### src/sadc_pkg.sv
package sadc_pkg;

  // register word offsets (byte addresses, one 32-bit word each)
  localparam logic [7:0] SADC_OFS_STATUS_CONTROL = 8'h00;
  localparam logic [7:0] SADC_OFS_RESULT_HIGH = 8'h04;
  localparam logic [7:0] SADC_OFS_RESULT_LOW = 8'h08;
  localparam logic [7:0] SADC_OFS_CLOCK_CONFIG = 8'h0C;

  // status_control_reg fields
  localparam int SADC_SC_DONE_BIT = 7;
  localparam int SADC_SC_IEN_BIT = 6;
  localparam int SADC_SC_CONT_BIT = 5;
  localparam int SADC_SC_CHAN_LSB = 0;
  localparam int SADC_CHAN_W = 5;

  // clock_config_reg fields
  localparam int SADC_CK_ASYNC_BIT = 7;
  localparam int SADC_CK_LSMP_BIT = 4;
  localparam int SADC_CK_DIV_LSB = 5;
  localparam int SADC_CK_MODE_LSB = 2;
  localparam int SADC_CK_LPC_BIT = 0;
  localparam int SADC_CK_ICLK_BIT = 1;

  // channel codes
  localparam logic [4:0] SADC_CHAN_OFF = 5'h1F;
  localparam logic [4:0] SADC_CHAN_LAST_EXT = 5'h0C;
  localparam logic [4:0] SADC_CHAN_BANDGAP = 5'h1A;
  localparam logic [4:0] SADC_CHAN_REFH = 5'h1D;
  localparam logic [4:0] SADC_CHAN_REFL = 5'h1E;

  // conversion mode codes
  localparam logic [1:0] SADC_MODE_8BIT = 2'h0;
  localparam logic [1:0] SADC_MODE_10BIT = 2'h1;

  // reset values
  localparam logic [4:0] SADC_CHAN_RST = 5'h1F;
  localparam logic [7:0] SADC_CLKCFG_RST = 8'h00;

  // timing: sample time in converter clocks, rounded up to whole clocks
  localparam int SADC_SAMPLE_SHORT_X10 = 35;
  localparam int SADC_SAMPLE_LONG_X10 = 235;
  localparam logic [4:0] SADC_SAMPLE_SHORT_CYC = 5'((SADC_SAMPLE_SHORT_X10 + 9) / 10);
  localparam logic [4:0] SADC_SAMPLE_LONG_CYC = 5'((SADC_SAMPLE_LONG_X10 + 9) / 10);
  // comparator settle time after a trial code change
  localparam int SADC_SETTLE_NS = 15;
  localparam int SADC_CLK_MHZ = 200;
  localparam logic [4:0] SADC_SETTLE_CYC =
    5'((SADC_SETTLE_NS * SADC_CLK_MHZ + 999) / 1000);
  localparam logic [3:0] SADC_TOP_BIT = 4'h9;

  typedef enum logic [1:0] {
    SADC_IDLE,
    SADC_SAMPLE,
    SADC_CONVERT
  } sadc_phase_e;

  // analog front-end controls
  typedef struct packed {
    logic power_down;
    logic isolate;
    logic sample;
    logic [4:0] channel;
    logic [9:0] trial_code;
  } sadc_afe_s;

endpackage

### src/sadc_clk_div.sv
`timescale 1ns/1ps
`default_nettype none

// converter clock enable: one pulse every 1, 2, 4 or 8 clocks
module sadc_clk_div (
  // clock and reset
  input wire logic clk_i,
  input wire logic rst_i,
  // control
  input wire logic run_i,
  input wire logic [1:0] div_sel_i,
  // enable pulse
  output logic ce_o
);

  typedef struct packed {
    logic [2:0] cnt;
    logic ce;
  } sadc_div_s;

  sadc_div_s st;
  sadc_div_s next_st;
  logic [2:0] last;

  // divider restarts while idle so each conversion starts aligned
  always_comb begin
    next_st = st;
    last = 3'((4'h1 << div_sel_i) - 4'h1);
    next_st.ce = 1'b0;
    if (!run_i) begin
      next_st.cnt = 3'h0;
    end else if (st.cnt >= last) begin
      next_st.cnt = 3'h0;
      next_st.ce = 1'b1;
    end else begin
      next_st.cnt = st.cnt + 3'h1;
    end
  end

  always_ff @(posedge clk_i) begin
    if (rst_i) begin
      st <= '0;
    end else begin
      st <= next_st;
    end
  end

  assign ce_o = st.ce;

endmodule

`default_nettype wire

### src/sadc_ctrl.sv
`timescale 1ns/1ps
`default_nettype none

// How it works
// any control write aborts and restarts, unless channel off
// done flag sets on finish; write or low read clears
// interrupt at each end when enabled; reset clears enable
// continuous bit repeats conversions, updating results each time
// continuous ends on reset, stop, clock write, control write
// after stop abort only a control write restarts
// continuous write aborts current and starts continuous run
// software keeps bus clock fast enough for exact timing
// single mode: one conversion per write; reset clears
// channel select is a five-bit field
// channel all ones powers off, isolates, no extra conversion
// converter powers down automatically after each conversion; continuous runs stay powered
// codes: 0-12 external, bandgap, high, low, off
// software avoids unused or reserved channel codes
// break-clear set: clears in break stick afterwards
// break-clear clear: accesses in break keep status bits
// two-step clear: first step before break, hold, finish after
// software powers voltage monitor before bandgap conversion
// no hardware trigger; only register writes start conversions
// done flag sets regardless of interrupt enable
// high result read blocks updates until low read
// async clock enable keeps conversions running in stop
// interrupt output is done flag and enable
module sadc_ctrl
  import sadc_pkg::*;
(
  // clock and reset
  input wire logic clk_i,
  input wire logic rst_i,
  // wishbone classic slave
  input wire logic cyc_i,
  input wire logic stb_i,
  input wire logic we_i,
  input wire logic [7:0] adr_i,
  input wire logic [3:0] sel_i,
  input wire logic [31:0] dat_i,
  output logic [31:0] dat_o,
  output logic ack_o,
  // system integration unit
  input wire logic break_i,
  input wire logic break_clear_enable_i,
  input wire logic stop_i,
  // analog comparator, asynchronous to clk_i
  input wire logic comparator_i,
  // analog front end and interrupt
  output sadc_afe_s afe_o,
  output logic irq_o
);

  typedef struct packed {
    sadc_phase_e phase;
    logic [4:0] cnt;
    logic [3:0] bit_idx;
    logic [9:0] sar;
    logic [9:0] result;
    logic done;
    logic irq_en;
    logic cont;
    logic [4:0] chan;
    logic running;
    logic lock;
    logic [7:0] clkcfg;
    logic stop_q;
    logic cmp_meta;
    logic cmp_sync;
    logic ack;
    logic [31:0] dat;
    logic irq;
    sadc_afe_s afe;
  } sadc_state_s;

  sadc_state_s st;
  sadc_state_s next_st;
  logic ce;
  logic req;
  logic wr_sc;
  logic wr_ck;
  logic rd_hi;
  logic rd_lo;
  logic may_clear;
  logic stop_abort;
  logic [7:0] rd_byte;
  logic ten_bit;
  logic finish;

  // converter clock enable from the selected divide ratio
  sadc_clk_div u_div (
    .clk_i(clk_i),
    .rst_i(rst_i),
    .run_i(st.phase != SADC_IDLE),
    .div_sel_i(st.clkcfg[SADC_CK_DIV_LSB +: 2]),
    .ce_o(ce)
  );

  // bus decode; a request is acted on in the cycle before ack
  always_comb begin
    req = cyc_i && stb_i && !st.ack;
    wr_sc = req && we_i && sel_i[0] && (adr_i == SADC_OFS_STATUS_CONTROL);
    wr_ck = req && we_i && sel_i[0] && (adr_i == SADC_OFS_CLOCK_CONFIG);
    rd_hi = req && !we_i && (adr_i == SADC_OFS_RESULT_HIGH);
    rd_lo = req && !we_i && (adr_i == SADC_OFS_RESULT_LOW);
    ten_bit = st.clkcfg[SADC_CK_MODE_LSB +: 2] != SADC_MODE_8BIT;
    // status bits are frozen in break unless break-clear is set
    may_clear = !break_i || break_clear_enable_i;
    // stop with the async clock off kills the conversion
    stop_abort = stop_i && !st.stop_q && !st.clkcfg[SADC_CK_ASYNC_BIT];
    finish = (st.phase == SADC_CONVERT) && ce && (st.cnt == 5'h0)
      && (st.bit_idx == 4'h0);
  end

  // read data mux; unmapped addresses read as zero
  always_comb begin
    rd_byte = 8'h00;
    case (adr_i)
      SADC_OFS_STATUS_CONTROL: begin
        rd_byte = {st.done, st.irq_en, st.cont, st.chan};
      end
      SADC_OFS_RESULT_HIGH: begin
        rd_byte = ten_bit ? {6'h00, st.result[9:8]} : 8'h00;
      end
      SADC_OFS_RESULT_LOW: begin
        rd_byte = ten_bit ? st.result[7:0] : st.result[9:2];
      end
      SADC_OFS_CLOCK_CONFIG: begin
        rd_byte = st.clkcfg;
      end
      default: begin
        rd_byte = 8'h00;
      end
    endcase
  end

  // all next-state logic of the block
  always_comb begin
    next_st = st;
    // comparator passes two flops before use
    next_st.cmp_meta = comparator_i;
    next_st.cmp_sync = st.cmp_meta;
    next_st.stop_q = stop_i;
    next_st.ack = req;
    next_st.dat = req ? {24'h000000, rd_byte} : 32'h00000000;

    // sar sequencer, stepped by the converter clock enable
    case (st.phase)
      SADC_IDLE: begin
        next_st.cnt = 5'h0;
      end
      SADC_SAMPLE: begin
        if (ce) begin
          if (st.cnt == 5'h0) begin
            next_st.phase = SADC_CONVERT;
            next_st.bit_idx = SADC_TOP_BIT;
            next_st.sar = 10'h200;
            next_st.cnt = SADC_SETTLE_CYC;
          end else begin
            next_st.cnt = st.cnt - 5'h1;
          end
        end
      end
      SADC_CONVERT: begin
        // wait for the comparator to settle through its synchroniser
        if (st.cnt != 5'h0) begin
          next_st.cnt = st.cnt - 5'h1;
        end else if (ce) begin
          if (!st.cmp_sync) begin
            next_st.sar[st.bit_idx] = 1'b0;
          end
          if (st.bit_idx != 4'h0) begin
            next_st.bit_idx = st.bit_idx - 4'h1;
            next_st.sar[st.bit_idx - 4'h1] = 1'b1;
            next_st.cnt = SADC_SETTLE_CYC;
          end
        end
      end
      default: begin
        next_st.phase = SADC_IDLE;
      end
    endcase

    // end of a conversion
    if (finish) begin
      next_st.done = 1'b1;
      // high read holds later results until the low read
      if (!(st.lock && ten_bit)) begin
        next_st.result = next_st.sar;
      end
      if (st.running && st.cont) begin
        next_st.phase = SADC_SAMPLE;
        next_st.cnt = st.clkcfg[SADC_CK_LSMP_BIT] ? SADC_SAMPLE_LONG_CYC - 5'h1
                                                  : SADC_SAMPLE_SHORT_CYC - 5'h1;
      end else begin
        next_st.phase = SADC_IDLE;
        next_st.running = 1'b0;
      end
    end

    // result reads: high read arms the lock, low read clears it and done
    if (rd_hi && ten_bit) begin
      next_st.lock = 1'b1;
    end
    if (rd_lo) begin
      next_st.lock = 1'b0;
      // the second step taken after a break completes the clear
      if (may_clear && !finish) begin
        next_st.done = 1'b0;
      end
    end

    // clock config write ends a continuous run
    if (wr_ck) begin
      next_st.clkcfg = dat_i[7:0];
      next_st.phase = SADC_IDLE;
      next_st.running = 1'b0;
    end

    // stop with async clock off aborts; nothing restarts by itself
    if (stop_abort) begin
      next_st.phase = SADC_IDLE;
      next_st.running = 1'b0;
    end

    // control write: abort and start unless the channel is off
    if (wr_sc) begin
      next_st.irq_en = dat_i[SADC_SC_IEN_BIT];
      next_st.cont = dat_i[SADC_SC_CONT_BIT];
      next_st.chan = dat_i[SADC_SC_CHAN_LSB +: SADC_CHAN_W];
      if (may_clear) begin
        next_st.done = 1'b0;
      end
      if (dat_i[SADC_SC_CHAN_LSB +: SADC_CHAN_W] != SADC_CHAN_OFF) begin
        // only a register write starts a conversion
        next_st.phase = SADC_SAMPLE;
        next_st.running = 1'b1;
        next_st.cnt = st.clkcfg[SADC_CK_LSMP_BIT] ? SADC_SAMPLE_LONG_CYC - 5'h1
                                                  : SADC_SAMPLE_SHORT_CYC - 5'h1;
      end else begin
        next_st.phase = SADC_IDLE;
        next_st.running = 1'b0;
      end
    end

    // interrupt follows flag and enable so it drops with the flag
    next_st.irq = next_st.done && next_st.irq_en;

    // front end: powered only while converting, pad isolated when off
    next_st.afe.power_down = next_st.phase == SADC_IDLE;
    next_st.afe.isolate = next_st.chan == SADC_CHAN_OFF;
    next_st.afe.sample = next_st.phase == SADC_SAMPLE;
    next_st.afe.channel = next_st.chan;
    next_st.afe.trial_code = next_st.sar;
  end

  // state register
  always_ff @(posedge clk_i) begin
    if (rst_i) begin
      st <= '0;
      st.chan <= SADC_CHAN_RST;
      st.clkcfg <= SADC_CLKCFG_RST;
      st.afe.power_down <= 1'b1;
      st.afe.isolate <= 1'b1;
      st.afe.channel <= SADC_CHAN_RST;
    end else begin
      st <= next_st;
    end
  end

  assign dat_o = st.dat;
  assign ack_o = st.ack;
  assign afe_o = st.afe;
  assign irq_o = st.irq;

endmodule

`default_nettype wire

### config.mk
export PLATFORM = sky130hd
export DESIGN_NAME = sadc_ctrl
export DESIGN_NICKNAME = d
export VERILOG_FILES = /design/src/sadc_pkg.sv /design/src/sadc_clk_div.sv /design/src/sadc_ctrl.sv
export SDC_FILE = /design/constraint.sdc
export NUM_CORES = 1
export LEC_CHECK = 0
export ABC_AREA = 0
export BUFFER_PORTS_ARGS = -buffer_cell sky130_fd_sc_hd__buf_2
export CORE_ASPECT_RATIO = 1.2
export CORE_UTILIZATION = 53
export DETAILED_ROUTE_END_ITERATION = 7
export HOLD_SLACK_MARGIN = 0.08
export PLACE_DENSITY = 0.81
export SYNTH_ARGS = -nofsm -noshare
export SYNTH_HDL_FRONTEND = slang
export SYNTH_SLANG_ARGS = --single-unit
### constraint.sdc
create_clock -name clk_i -period 2.9 [get_ports clk_i]
set_input_delay 0.58 -clock clk_i [delete_from_list [all_inputs] [get_ports clk_i]]
set_output_delay 0.58 -clock clk_i [all_outputs]
set_load 0.02 [all_outputs]
==> results by group <==
Outcome
  – Status: complete, no violations

Global routing
  – First-pass GRT wire length: between 10 and 15 mm
  – Initial antenna violation count: 0
  – Largest net degree at the start of global routing: 37
  – Gr usage total: 0.2310
  – Vias in the first global route: 2923
  – GRT overflow: 0

Placed design
  – IO Port Bufs: 53
  – Area post-placement: roughly 0.0038 sq mm
  – DP Wirelength: roughly 6.0 mm
  – GPL Wtd Cong: ~0.87
  – Inst Count DP: 556

Synthesis
  – Mapped Area: about 0.0038 sq mm
  – Synth unique cells: 56
  – Synthesis-stage register bit count: 69
  – Asr flop ratio synth: 0
  – Warnings, synthesis: 0
  – Post-synthesis average cell area: 8.251 sq um
  – Part of the Yosys area used for sequential elements: 0.3647
  – EDFF count, synth: 0
  – Synth Flop Type: dfxtp_1
  – Synth Instances: 459

Run
  – Max cap viols: 0

Power and ir drop
  – Power, Total: roughly 0.0019 W
  – Gate power share: 0.055
  – Max VDD drop: 0.2561 mV
  – Leak: 1.659 nW
  – Flop pwr share: 0.492
  – Switching pwr: approximately 0.00048 W
  – Net switching fraction of the power: 0.2455
  – Internal: 0.001470 W
  – Clock power share: 0.453
  – Pwr dens: between 400 and 500 mW/mm^2

Layout
  – Nets: 542
  – Cell Count, Final, Fillers Out: 572
  – Total of fill cells in the finished design: 600
  – P&R area growth vs syn: 7.334%
  – Layout cells sized above 1: 0.1856
  – Final instance area: 0.004065 sq mm
  – N_diodes: 0

Detailed routing
  – Vias per cell: 5.638
  – Routed wire length: 8.328 mm
  – Starting DRT DRC Count: 150
  – Residual DRC: 0
  – Vias: 3225
  – Routed Antenna Nets: 0
  – DR pass1 iterations: 5
  – DR WL/cell: 14.56 microns

Timing
  – Fmax: 384.3 MHz
  – Worst Hold Slack: 440.8 ps
  – Period utilization: 0.8973
  – Setup Skew: 12.04 ps
  – Fin. Hold Viols: 0
  – Worst rel slew slack: 0.4652
  – Final setup fails: 0
  – Pins over their slew limit: 0
  – Setup TNS: 0 ps
  – Tmin final: roughly 2600 ps
  – Worst Tran Pin Value: 799.3 ps
  – RSZ-0062 raised after global routing: no

CTS
  – Clock Latency Late Sink: 350 ps
  – Hold buffers post-CTS: 0
  – Setup Fix Bufs, Post-CTS: 0
  – Clk root buf: clkbuf_8
  – CTS buffer count: 9
  – H-tree Lvls: 3
  – Num Clock Sinks: 69
  – Clock Tree Buf Depth: 2
  – CTS clk-pin slew, worst paths: 80 ps
  – CTS resizes: 0
  – CTS tree: done

Critical path
  – CP top delay family: compound AO/OA/AOI/OAI gates
  – Worst setup EP type: flip-flop
  – Worst path slowest cell: or3b_2
  – Critical path type: reg -> reg
  – Max incr delay on CP: ~510 ps
  – Type of origin of the critical path: flip-flop
  – Arrival @ worst endpoint: 2810 ps
  – Crit Path Max Fanout: 6
  – Crit path cell chain: inv_1 -> ha_1 -> or3b_2 -> o21ai_0 -> nand2_1 -> a221oi_1 -> a211oi_1
  – Worst Path Required: approximately 3100 ps
  – Worst path bufs/invs: 1

Worst hold path
  – Min-Delay Path Class: reg -> reg

Floorplanning
  – Ports: approximately 110
  – Die area: 0.007489 sq mm
  – Core box area: 0.006854 sq mm
  – Row cnt: 33
  – Die Ht: 94.60 microns
  – Die X: 79.17 microns
  – Initial core utilization: 0.5526
[layout make-up]
type	count	area (sq um)	area share
timing repair buffer	62	332.8	0.08187
clock inverter	7	98.84	0.02432
tap	87	108.9	0.02678
clock buffer	9	123.9	0.03047
inverter	9	33.78	0.008310
sequential	69	1381	0.3398
multi-input combinational	329	1986	0.4885
[logic make-up (layout without fill, tap and decap cells)]
family	after synthesis	count (layout)	share of synthesized area
other	1	24	0.0009901
multiplexers	25	25	0.06607
adder cells (fa/ha/maj)	9	9	0.02973
XOR/XNOR	1	1	0.002313
AND/OR/NAND/NOR	181	181	0.2488
buffers and inverters	84	87	0.1338
flip-flops	69	69	0.3647
AO/OA/AOI/OAI	89	89	0.1536
[final timing paths]
kind	from	to	slack [ps]	cells after the start
max	st[97]	st[73]	300	7
min reg2reg	next_st[52]	st[52]	440	1
max reg2reg	st[97]	st[73]	300	7
min	next_st[52]	st[52]	440	1
[power groups by stage]
stage | logic (W) | clock network, W | registers, W
6_report | 0.000108 | 0.000883 | 0.000958
5_1_grt | 0.000118 | 0.000941 | 0.000959
4_1_cts | 0.000107 | 0.000897 | 0.000958
3_5_place_dp | 0.000106 | 0 | 0.000980
3_3_place_gp | 0.000105 | 0 | 0.000980
2_1_floorplan | 0.000101 | 0 | 0.000977
[cells in the final DEF (no fill, tap or decap), types with 3 or more instances in the layout]
master / Yosys / layout
conb_1: 1 / 24
a21boi_0: 3 / 3
buf_4: 50 / 9
ha_1: 9 / 9
nor4_1: 4 / 4
dfxtp_1: 69 / 69
a31oi_1: 5 / 5
nand2_1: 41 / 41
a21oi_1: 25 / 25
a2bb2oi_1: 3 / 3
nand3_1: 10 / 10
nor2_1: 51 / 51
nand4_1: 8 / 8
nor2b_1: 12 / 12
inv_1: 9 / 9
mux2i_1: 25 / 25
o21ai_0: 21 / 21
a21o_1: 3 / 3
nand2b_1: 6 / 6
a22oi_1: 8 / 8
buf_2: 3 / 53
a211oi_1: 5 / 5
or2_2: 3 / 3
and3_1: 4 / 4
clkbuf_8: 0 / 9
nand3b_1: 7 / 7
nor3_1: 17 / 17
[sequential cells by signal (all words and copies together), names as in the netlist]
register	flops
st	36
u_div.st	3
u_div.ce_o	1
dat_o	8
afe_o	18
ack_o	1
next_st	1
irq_o	1
[per-stage QoR]
stage,utilization,worst slack [ps]
detailed placement,0.5606,276.6
finish,0.5931,297.8
floorplan,-,569.1
global route,0.5931,117.9
global placement,0.5606,348.6
CTS,0.5931,392.6
[routing by layer]
| metal | routed length [microns] | share of wire | up-vias | track usage |
|---|---|---|---|---|
| li1 | - | - | 1585 | - |
| met4 | 150 | 0.018 | 0 | 0.1136 |
| met1 | 3477 | 0.42 | 1486 | 0.2626 |
| met5 | 0 | 0 | - | 0 |
| met2 | 4186 | 0.50 | 137 | 0.3987 |
| met3 | 512 | 0.061 | 17 | 0.05990 |
[synthesized netlist by cell type, types with 6 or more instances]
cell	count	area, sq um
a22oi_1	8	60.06
a21oi_1	25	125.1
nand3_1	10	50.05
dfxtp_1	69	1381
nor2_1	51	191.4
nand2_1	41	153.9
nand2b_1	6	37.54
nand4_1	8	50.05
clkbuf_1	21	78.83
inv_1	9	33.78
ha_1	9	112.6
nor3_1	17	85.08
buf_4	50	375.4
nand3b_1	7	52.55
mux2i_1	25	250.2
o21ai_0	21	105.1
nor2b_1	12	75.07
(Power assumes the default switching activity.)
